<file path="src/inc/acf_pwm_regs.svh">
/*
 timing constants for the active-clamp flyback switching controller.
 assumes a 100 MHz clock (10 ns period).
*/
`ifndef ACF_PWM_REGS_SVH
`define ACF_PWM_REGS_SVH

`define CLK_PERIOD_NS 10
`define LH_DEAD_FIXED_NS 40
`define LH_DEAD_FIXED_CYC (`LH_DEAD_FIXED_NS / `CLK_PERIOD_NS)
`define ZC_TO_HS_NS 50
`define ZC_TO_HS_CYC (`ZC_TO_HS_NS / `CLK_PERIOD_NS)
`define SETTLE_CYCLES 15
`define LINE_KNEE_UA 666
`define TZ_EXT_PCT 140
`define OPP_TIMEOUT_MS 160
`define OPP_TIMEOUT_CYC (`OPP_TIMEOUT_MS * 100000)
`define BUR_MIN_HZ 20000
`define LPM_BUR_HZ 25000
`define LPM_PERIOD_CYC (100000000 / `LPM_BUR_HZ)
`define BUR_MIN_PERIOD_CYC (100000000 / `BUR_MIN_HZ)
`define NSW_MIN 4'h2
`define NSW_MAX 4'h9
`define TDM_INIT 8'h08
`define TDM_MAX 8'hff

`endif

</file>
<file path="src/inc/acf_pwm_pkg.sv">
/*
 types for the switching controller.
 assumes nothing beyond the compiler.
*/
package acf_pwm_pkg;
	typedef enum logic [1:0] {
		amplitude_mod_mode = 2'b00,
		adaptive_burst_state = 2'b01,
		low_power_state = 2'b11,
		standby_state = 2'b10
	} mode_t;
	typedef enum logic [2:0] {
		ph_idle = 3'b000,
		ph_low = 3'b001,
		ph_lh_dead = 3'b011,
		ph_high = 3'b010,
		ph_hl_dead = 3'b110,
		ph_valley = 3'b111
	} phase_t;
endpackage

</file>
<file path="src/verilog/acf_zvs_mode_pwm_control.sv">
/*
 switching controller: gate pulses, dead-times, on-time tuning, load modes, over-power timer.
 assumes comparator events synchronous to i_clk, one-cycle load step pulses from the loop.
*/
// What this block does
// - zvs not reached by end of tz wait: lengthen high-side on-time next cycle
// - tuning settles within 15 cycles, then toggles on-time by one lsb
// - valley-switching used until the tuning loop has settled
// - tz starts at minimum, grows linearly below 666 uA, up to 140 percent
// - select low: low-to-high dead-time fixed at about 40 ns
// - select high: wait aux zero-cross after low pulse, high pulse 50 ns later
// - amplitude mode: complementary pulses with dead-time and tuning active
// - burst mode: packets of pulses, off-time between packets regulates output
// - burst mode: pulses per packet adjusted to keep burst rate above 20 kHz
// - low-power and standby: high-side pulse and tuning disabled, valley only
// - low-power: burst rate fixed near 25 kHz
// - standby: burst rate may fall below 25 kHz
// - amplitude mode: negative current constant, peak threshold lowered with load upstream
// - peak threshold at over-power level for 160 ms raises the fault
// - amplitude mode: driver enable held high continuously until the over-power fault blanks it
`include "acf_pwm_regs.svh"
module acf_zvs_mode_pwm_control #(
	parameter int OPP_TIMEOUT_CYC = `OPP_TIMEOUT_CYC
)(
	input wire logic i_clk,
	input wire logic i_srst,
	input wire logic i_set_select_high,
	input wire logic [7:0] i_min_transition_delay_setting,
	input wire logic [9:0] i_line_sense_ua,
	input wire logic i_switch_node_at_zvs,
	input wire logic i_aux_zero_cross_event,
	input wire logic i_peak_current_trip,
	input wire logic [7:0] i_peak_current_threshold,
	input wire logic [7:0] i_opp_level,
	input wire logic i_load_down,
	input wire logic i_load_up,
	input wire logic i_burst_start,
	output logic o_low_side_gate_pulse,
	output logic o_high_side_gate_pulse,
	output logic o_driver_enable,
	output logic o_over_power_protection,
	output logic [1:0] o_mode,
	output logic o_tune_settled
);
	localparam logic [15:0] LPM_PERIOD = 16'(`LPM_PERIOD_CYC);
	localparam logic [15:0] BUR_MAX_PERIOD = 16'(`BUR_MIN_PERIOD_CYC);
	localparam logic [15:0] LH_FIXED = 16'(`LH_DEAD_FIXED_CYC);
	localparam logic [15:0] ZC_DLY = 16'(`ZC_TO_HS_CYC);

	acf_pwm_pkg::mode_t mode_r;
	acf_pwm_pkg::phase_t ph_r;
	logic [15:0] ph_cnt_r;
	logic [7:0] tdm_r;
	logic [3:0] settle_cnt_r;
	logic settled_r;
	logic lsb_dir_r;
	logic zvs_seen_r;
	logic zc_seen_r;
	logic [3:0] nsw_r;
	logic [3:0] pulse_cnt_r;
	logic [15:0] bur_cnt_r;
	logic in_packet_r;
	logic [27:0] opp_cnt_r;
	logic [15:0] tz_cyc;
	logic [15:0] tz_ext;
	logic hs_enable;
	logic tune_enable;

	// line below knee stretches tz linearly, reaching 140 percent extra at zero line
	always_comb
	begin
		tz_ext = 16'h0000;
		if (i_line_sense_ua < 10'(`LINE_KNEE_UA))
		begin
			tz_ext = 16'((32'(10'(`LINE_KNEE_UA) - i_line_sense_ua)
				* 32'(i_min_transition_delay_setting) * 32'(`TZ_EXT_PCT))
				/ (32'(`LINE_KNEE_UA) * 32'd100));
		end
		tz_cyc = 16'(i_min_transition_delay_setting) + tz_ext;
		if (tz_cyc == 16'h0000)
			tz_cyc = 16'h0001;
	end

	// high side only where zvs applies and tuning has locked
	assign tune_enable = (mode_r == acf_pwm_pkg::amplitude_mod_mode)
		|| (mode_r == acf_pwm_pkg::adaptive_burst_state);
	assign hs_enable = tune_enable && settled_r;

	// mode stepping, one step per load event
	always_ff @(posedge i_clk)
	begin
		if (i_srst)
			mode_r <= acf_pwm_pkg::amplitude_mod_mode;
		else if (i_load_down)
		begin
			case (mode_r)
				acf_pwm_pkg::amplitude_mod_mode: mode_r <= acf_pwm_pkg::adaptive_burst_state;
				acf_pwm_pkg::adaptive_burst_state: mode_r <= acf_pwm_pkg::low_power_state;
				acf_pwm_pkg::low_power_state: mode_r <= acf_pwm_pkg::standby_state;
				default: mode_r <= mode_r;
			endcase
		end
		else if (i_load_up)
		begin
			case (mode_r)
				acf_pwm_pkg::standby_state: mode_r <= acf_pwm_pkg::low_power_state;
				acf_pwm_pkg::low_power_state: mode_r <= acf_pwm_pkg::adaptive_burst_state;
				acf_pwm_pkg::adaptive_burst_state: mode_r <= acf_pwm_pkg::amplitude_mod_mode;
				default: mode_r <= mode_r;
			endcase
		end
	end

	// burst timing: packet start requests come from the output loop, except in low-power where the period counter starts packets
	always_ff @(posedge i_clk)
	begin
		if (i_srst)
		begin
			bur_cnt_r <= 16'h0000;
			in_packet_r <= 1'b0;
			nsw_r <= `NSW_MAX;
		end
		else
		begin
			if (bur_cnt_r != 16'hffff)
				bur_cnt_r <= bur_cnt_r + 16'h0001;
			if (mode_r == acf_pwm_pkg::amplitude_mod_mode)
				in_packet_r <= 1'b1;
			else if (!in_packet_r)
			begin
				// counter restarts at zero on the start edge, so compare one short
				if ((mode_r == acf_pwm_pkg::low_power_state
					&& bur_cnt_r >= LPM_PERIOD - 16'h0001)
					|| (mode_r != acf_pwm_pkg::low_power_state && i_burst_start))
				begin
					in_packet_r <= 1'b1;
					bur_cnt_r <= 16'h0000;
					// period too long means rate under 20 kHz: fewer pulses
					if (mode_r == acf_pwm_pkg::adaptive_burst_state)
					begin
						if (bur_cnt_r > BUR_MAX_PERIOD && nsw_r > `NSW_MIN)
							nsw_r <= nsw_r - 4'h1;
						else if (bur_cnt_r <= BUR_MAX_PERIOD && nsw_r < `NSW_MAX)
							nsw_r <= nsw_r + 4'h1;
					end
					else
						nsw_r <= `NSW_MIN;
				end
			end
			// packet ends with its last cycle, valley or zvs, else idle restarts it
			else if (pulse_cnt_r >= nsw_r
				&& ((ph_r == acf_pwm_pkg::ph_valley && i_aux_zero_cross_event)
				|| (ph_r == acf_pwm_pkg::ph_hl_dead && ph_cnt_r + 16'h0001 >= tz_cyc)))
				in_packet_r <= 1'b0;
		end
	end

	// switching sequence
	always_ff @(posedge i_clk)
	begin
		if (i_srst)
		begin
			ph_r <= acf_pwm_pkg::ph_idle;
			ph_cnt_r <= 16'h0000;
			pulse_cnt_r <= 4'h0;
			zvs_seen_r <= 1'b0;
			zc_seen_r <= 1'b0;
		end
		else
		begin
			ph_cnt_r <= ph_cnt_r + 16'h0001;
			case (ph_r)
				acf_pwm_pkg::ph_idle:
				begin
					pulse_cnt_r <= 4'h0;
					if (in_packet_r)
					begin
						ph_r <= acf_pwm_pkg::ph_low;
						ph_cnt_r <= 16'h0000;
					end
				end
				acf_pwm_pkg::ph_low:
				begin
					// peak current trip ends the low pulse; threshold is lowered upstream
					if (i_peak_current_trip)
					begin
						pulse_cnt_r <= pulse_cnt_r + 4'h1;
						ph_cnt_r <= 16'h0000;
						zc_seen_r <= 1'b0;
						ph_r <= hs_enable ? acf_pwm_pkg::ph_lh_dead : acf_pwm_pkg::ph_valley;
					end
				end
				acf_pwm_pkg::ph_lh_dead:
				begin
					if (!i_set_select_high)
					begin
						if (ph_cnt_r + 16'h0001 >= LH_FIXED)
						begin
							ph_r <= acf_pwm_pkg::ph_high;
							ph_cnt_r <= 16'h0000;
						end
					end
					else if (!zc_seen_r)
					begin
						if (i_aux_zero_cross_event)
						begin
							zc_seen_r <= 1'b1;
							ph_cnt_r <= 16'h0000;
						end
					end
					else if (ph_cnt_r + 16'h0001 >= ZC_DLY)
					begin
						ph_r <= acf_pwm_pkg::ph_high;
						ph_cnt_r <= 16'h0000;
					end
				end
				acf_pwm_pkg::ph_high:
				begin
					if (ph_cnt_r + 16'h0001 >= 16'(tdm_r))
					begin
						ph_r <= acf_pwm_pkg::ph_hl_dead;
						ph_cnt_r <= 16'h0000;
						zvs_seen_r <= 1'b0;
					end
				end
				acf_pwm_pkg::ph_hl_dead:
				begin
					if (i_switch_node_at_zvs)
						zvs_seen_r <= 1'b1;
					if (ph_cnt_r + 16'h0001 >= tz_cyc)
					begin
						ph_cnt_r <= 16'h0000;
						ph_r <= (in_packet_r && (mode_r == acf_pwm_pkg::amplitude_mod_mode
							|| pulse_cnt_r < nsw_r)) ? acf_pwm_pkg::ph_low
							: acf_pwm_pkg::ph_idle;
					end
				end
				acf_pwm_pkg::ph_valley:
				begin
					// valley turn-on at the next zero crossing
					if (i_aux_zero_cross_event)
					begin
						ph_cnt_r <= 16'h0000;
						ph_r <= (in_packet_r && (mode_r == acf_pwm_pkg::amplitude_mod_mode
							|| pulse_cnt_r < nsw_r)) ? acf_pwm_pkg::ph_low
							: acf_pwm_pkg::ph_idle;
					end
				end
				default: ph_r <= acf_pwm_pkg::ph_idle;
			endcase
		end
	end

	// on-time tuning; also runs in valley cycles so it can reach lock
	always_ff @(posedge i_clk)
	begin
		if (i_srst || !tune_enable)
		begin
			tdm_r <= `TDM_INIT;
			settle_cnt_r <= 4'h0;
			settled_r <= 1'b0;
			lsb_dir_r <= 1'b0;
		end
		else if ((ph_r == acf_pwm_pkg::ph_hl_dead && ph_cnt_r + 16'h0001 >= tz_cyc)
			|| (ph_r == acf_pwm_pkg::ph_valley && i_aux_zero_cross_event))
		begin
			if (!settled_r)
			begin
				if (!zvs_seen_r || ph_r == acf_pwm_pkg::ph_valley)
				begin
					if (tdm_r < (`TDM_MAX - 8'h07))
						tdm_r <= tdm_r + 8'h08;
				end
				settle_cnt_r <= settle_cnt_r + 4'h1;
				if (settle_cnt_r == 4'(`SETTLE_CYCLES - 1)
					|| (zvs_seen_r && ph_r == acf_pwm_pkg::ph_hl_dead))
					settled_r <= 1'b1;
			end
			else
			begin
				lsb_dir_r <= !lsb_dir_r;
				if (!zvs_seen_r && tdm_r != `TDM_MAX)
					tdm_r <= tdm_r + 8'h01;
				else
					tdm_r <= lsb_dir_r ? tdm_r + 8'h01 : tdm_r - 8'h01;
			end
		end
	end

	// over-power timeout: restarts whenever threshold drops below the level
	always_ff @(posedge i_clk)
	begin
		if (i_srst)
		begin
			opp_cnt_r <= 28'h000_0000;
			o_over_power_protection <= 1'b0;
		end
		else if (i_peak_current_threshold >= i_opp_level)
		begin
			if (opp_cnt_r >= 28'(OPP_TIMEOUT_CYC - 1))
				o_over_power_protection <= 1'b1;
			else
				opp_cnt_r <= opp_cnt_r + 28'h000_0001;
		end
		else
			opp_cnt_r <= 28'h000_0000;
	end

	// registered outputs
	always_ff @(posedge i_clk)
	begin
		if (i_srst)
		begin
			o_low_side_gate_pulse <= 1'b0;
			o_high_side_gate_pulse <= 1'b0;
			o_driver_enable <= 1'b0;
			o_mode <= 2'b00;
			o_tune_settled <= 1'b0;
		end
		else
		begin
			o_low_side_gate_pulse <= (ph_r == acf_pwm_pkg::ph_low) && !o_over_power_protection;
			o_high_side_gate_pulse <= (ph_r == acf_pwm_pkg::ph_high) && hs_enable
				&& !o_over_power_protection;
			o_driver_enable <= ((mode_r == acf_pwm_pkg::amplitude_mod_mode)
				|| in_packet_r || ph_r != acf_pwm_pkg::ph_idle) && !o_over_power_protection;
			o_mode <= mode_r;
			o_tune_settled <= settled_r;
		end
	end
endmodule
</file>
<file path="config.mk">
export PLATFORM = sky130hd
export DESIGN_NAME = acf_zvs_mode_pwm_control
export DESIGN_NICKNAME = d
export VERILOG_FILES = /design/src/inc/acf_pwm_pkg.sv /design/src/verilog/acf_zvs_mode_pwm_control.sv
export VERILOG_INCLUDE_DIRS = /design/src /design/src/inc
export SDC_FILE = /design/constraint.sdc
export NUM_CORES = 1
export LEC_CHECK = 0
export BUFFER_PORTS_ARGS = -buffer_cell sky130_fd_sc_hd__buf_4
export CORE_UTILIZATION = 50
export CTS_BUF_LIST = sky130_fd_sc_hd__clkbuf_16
export CTS_CLUSTER_SIZE = 10
export DETAILED_ROUTE_END_ITERATION = 10
export PLACE_DENSITY = 0.66
export SYNTH_ARGS = -nofsm -noshare
export SYNTH_HDL_FRONTEND = slang
export SYNTH_SLANG_ARGS = --single-unit
export TNS_END_PERCENT = 10
</file>
<file path="constraint.sdc">
create_clock -name i_clk -period 37.7 [get_ports i_clk]
set_clock_uncertainty 0.1 [all_clocks]
set_input_delay 3.77 -clock i_clk [delete_from_list [all_inputs] [get_ports i_clk]]
set_output_delay 3.77 -clock i_clk [all_outputs]
set_load 0.01 [all_outputs]
</file>
==> results.py <==
metrics = {
    "timing": {
        "hold_viol": 0,
        "min_period_ns": 36.13,
        "fin_crit_sh_pct": 95.85,
        "slew_violations": 0,
        "tightest_slew_ns": 1.072,
        "fmax_mhz": 27.67,
        "setup_violations": 0,
        "slew-limit-headroom_pct": 28.38,
    },
    "clocking": {
        "cts_buffers": 9,
        "htreeDepth": 3,
        "cts_tree": "built",
        "cts.sinks": 97,
        "path_clk_slew_ns": 0.07,
        "cts_root_buf": "clkbuf_16",
        "cts_buffer_depth": 2,
        "clk_latency_ns": 0.37,
    },
    "detailed_routing": {
        "via_count": 25280,
        "wirelength_mm": 73.90,
        "first_iter_violations": 2190,
        "ant_nets": 0,
        "via_per_inst": 6.251,
        "drt_first_pass_iters": 6,
        "post-route-drc-count": 0,
        "wl_per_cell_um": 18.27,
    },
    "hold_path": {
        "holdCritPathClass": "reg2reg",
    },
    "global_routing": {
        "grt_max_degree": 29,
        "grt_pass1_vias": 23900,
        "overflow": 0,
        "antenna_found_initial": 0,
        "grt_usage_pct": 28.95,
        "grt_pass1_wl_mm": 120.2,
    },
    "floorplanning": {
        "die_w_um": 222.1,
        "dieHeight_um": 222.1,
        "ioPinCount": 50,
        "start_util_pct": 50.75,
        "core_area_um2": 47750,
        "num_rows": 80,
        "dieArea_um2": 49350,
    },
    "yosys": {
        "yosysMostFrequentCell": "nor2_1",
        "synth_cell_types": 128,
        "syn_inst": 3348,
        "synth_nets": 3651,
        "synth_ff_type": "dfxtp_1",
        "synth_area_leaders": "ha_1, xnor2_1, dfxtp_1, fa_1, nor2_1",
        "yosysSeqAreaShare_pct": 8.014,
        "yosys-top-cells-count": "nor2_1, nand2_1, inv_1",
        "avgSynthCellArea_um2": 7.238,
        "synth-edff-count": 0,
        "yosysTopAreaCell": "ha_1",
        "synth.ff_latch_count": 97,
        "async_flop_share_pct": 0,
        "synth_top_area_share_pct": 8.829,
        "netlist_area_um2": 24230,
        "synth_warnings": 0,
    },
    "setup_path": {
        "crit_top_cell": "a21oi_1",
        "r2r_slack_ns": 32.52,
        "path_delay_family": "compound AO/OA/AOI/OAI gates",
        "slowest_delay_ns": 0.63,
        "crit_buf_inv": 11,
        "arrival_ns": 36.34,
        "worst_ep_required_time_ns": 37.90,
        "crit_slowest_cell": "a2111o_1",
        "cp_max_fo": 16,
        "cp-start-kind": "input pin",
        "end_kind": "register",
        "crit_type": "in2reg",
    },
    "final_layout": {
        "final_area_um2": 26910,
        "area_growth_pct": 11.07,
        "multi_input_area_um2": 21440,
        "seq_area_um2": 1942,
        "nNetsFinal": 3727,
        "fill_cells": 4507,
        "drive_gt1_share_pct": 12.74,
    },
    "placement": {
        "place_area_um2": 25690,
        "gp_congestion": 0.9774,
        "portBuffers": 49,
        "hpwl_mm": 59.58,
    },
    "flow_run": {
        "max_cap_viol_count": 0,
    },
    "status": {
        "outcome": "finished, final reports clean",
    },
}
-- cells by family after synthesis --
| family | count (synthesis) | share of synthesized area, % |
|---|---|---|
| simple gates | 1272 | 26.02 |
| xor+xnor | 361 | 13.39 |
| compound gates | 914 | 27.48 |
| fa+ha+maj | 260 | 16.18 |
| flops | 97 | 8.014 |
| mux | 61 | 2.608 |
| buf+inv | 383 | 6.310 |
-- tightest hold or removal path, cell delays in order (launching register included) --
cell and delay (ns):
dfxtp_1 0.30, inv_1 0.06, nor2_1 0.04
-- metrics by stage --
stage          TNS (ns)  std cells  setup WS, ns  utilization [%]  hold WS [ns]
2_1_floorplan         0       3348         3.869                -        0.3153
3_3_place_gp          0       3998        0.4586            53.81        0.3244
3_5_place_dp     -8.900       3998       -0.4649            53.81        0.3304
4_1_cts               0       4017       0.06337            54.56        0.3414
5_1_grt          -1.386       4044       -0.1231            56.36        0.3637
6_report              0       4045         1.566            56.37        0.3407
-- layout by cell type (no fill, tap or decap), types with 19 or more instances in the layout --
cell type	instances
o21ai_0	130
or3_1	31
o31ai_1	23
inv_1	245
fa_1	89
o22ai_1	19
dfxtp_1	97
nand3_1	125
nor3_1	84
mux2i_1	46
xnor2_1	222
a21oi_1	198
nor2b_1	31
and3_1	44
o21ai_1	30
nor2_1	325
a211oi_1	34
o21a_1	26
nand4_1	43
and2_1	76
nand2_1	314
a31oi_1	47
a211o_1	23
nand2b_1	47
ha_1	168
xnor2_2	21
buf_4	197
nor4_1	24
or2_2	23
xor2_1	107
a21o_1	38
o211ai_1	39
o21bai_1	23
-- routing by layer --
| metal | vias to the layer above | track usage (%) | wire [um] |
|---|---|---|---|
| li1 | 12220 | - | - |
| met1 | 12070 | 38.25 | 33000 |
| met2 | 879 | 48.45 | 34350 |
| met3 | 115 | 3.684 | 4494 |
| met4 | 0 | 9.677 | 2048 |
| met5 | - | 0 | 0 |
-- sequential cells by signal, indices dropped and copies added (netlist names), 2 cells and up --
register      cells
bur_cnt_r        16
mode_r            2
nsw_r             4
o_mode            2
opp_cnt_r        28
ph_cnt_r         16
ph_r              3
pulse_cnt_r       4
settle_cnt_r      4
tdm_r             8
-- repair_timing --
item | in CTS | in global routing
gates resized for setup | 3 | 122
cloned | 0 | 0
hold buffers | 0 | 0
buffers inserted | 3 | 27
pin swaps | 1 | 16
setup endpoints to repair | 16 | 34
-- worst paths after layout --
check                                         from            end  cells after the start
worst max-delay path            i_line_sense_ua[0]   ph_cnt_r[15]                    133
worst min-delay path                 opp_cnt_r[24]  opp_cnt_r[24]                      2
worst max register to register         ph_cnt_r[0]   ph_cnt_r[15]                     27
worst min register to register       opp_cnt_r[24]  opp_cnt_r[24]                      2
-- final cells by class --
cell class	count	area share (%)
Multi-Input combinational cell	2868	79.68
Sequential cell	97	7.215
Timing Repair Buffer	199	5.579
Inverter	249	3.473
Tap cell	615	2.859
Clock buffer	9	0.8368
Clock inverter	7	0.3487
Antenna cell	1	0.009298
Power is left out: the tool's default activity adds up to more than one toggle a clock period on the data nets, which glitch-free logic cannot reach.
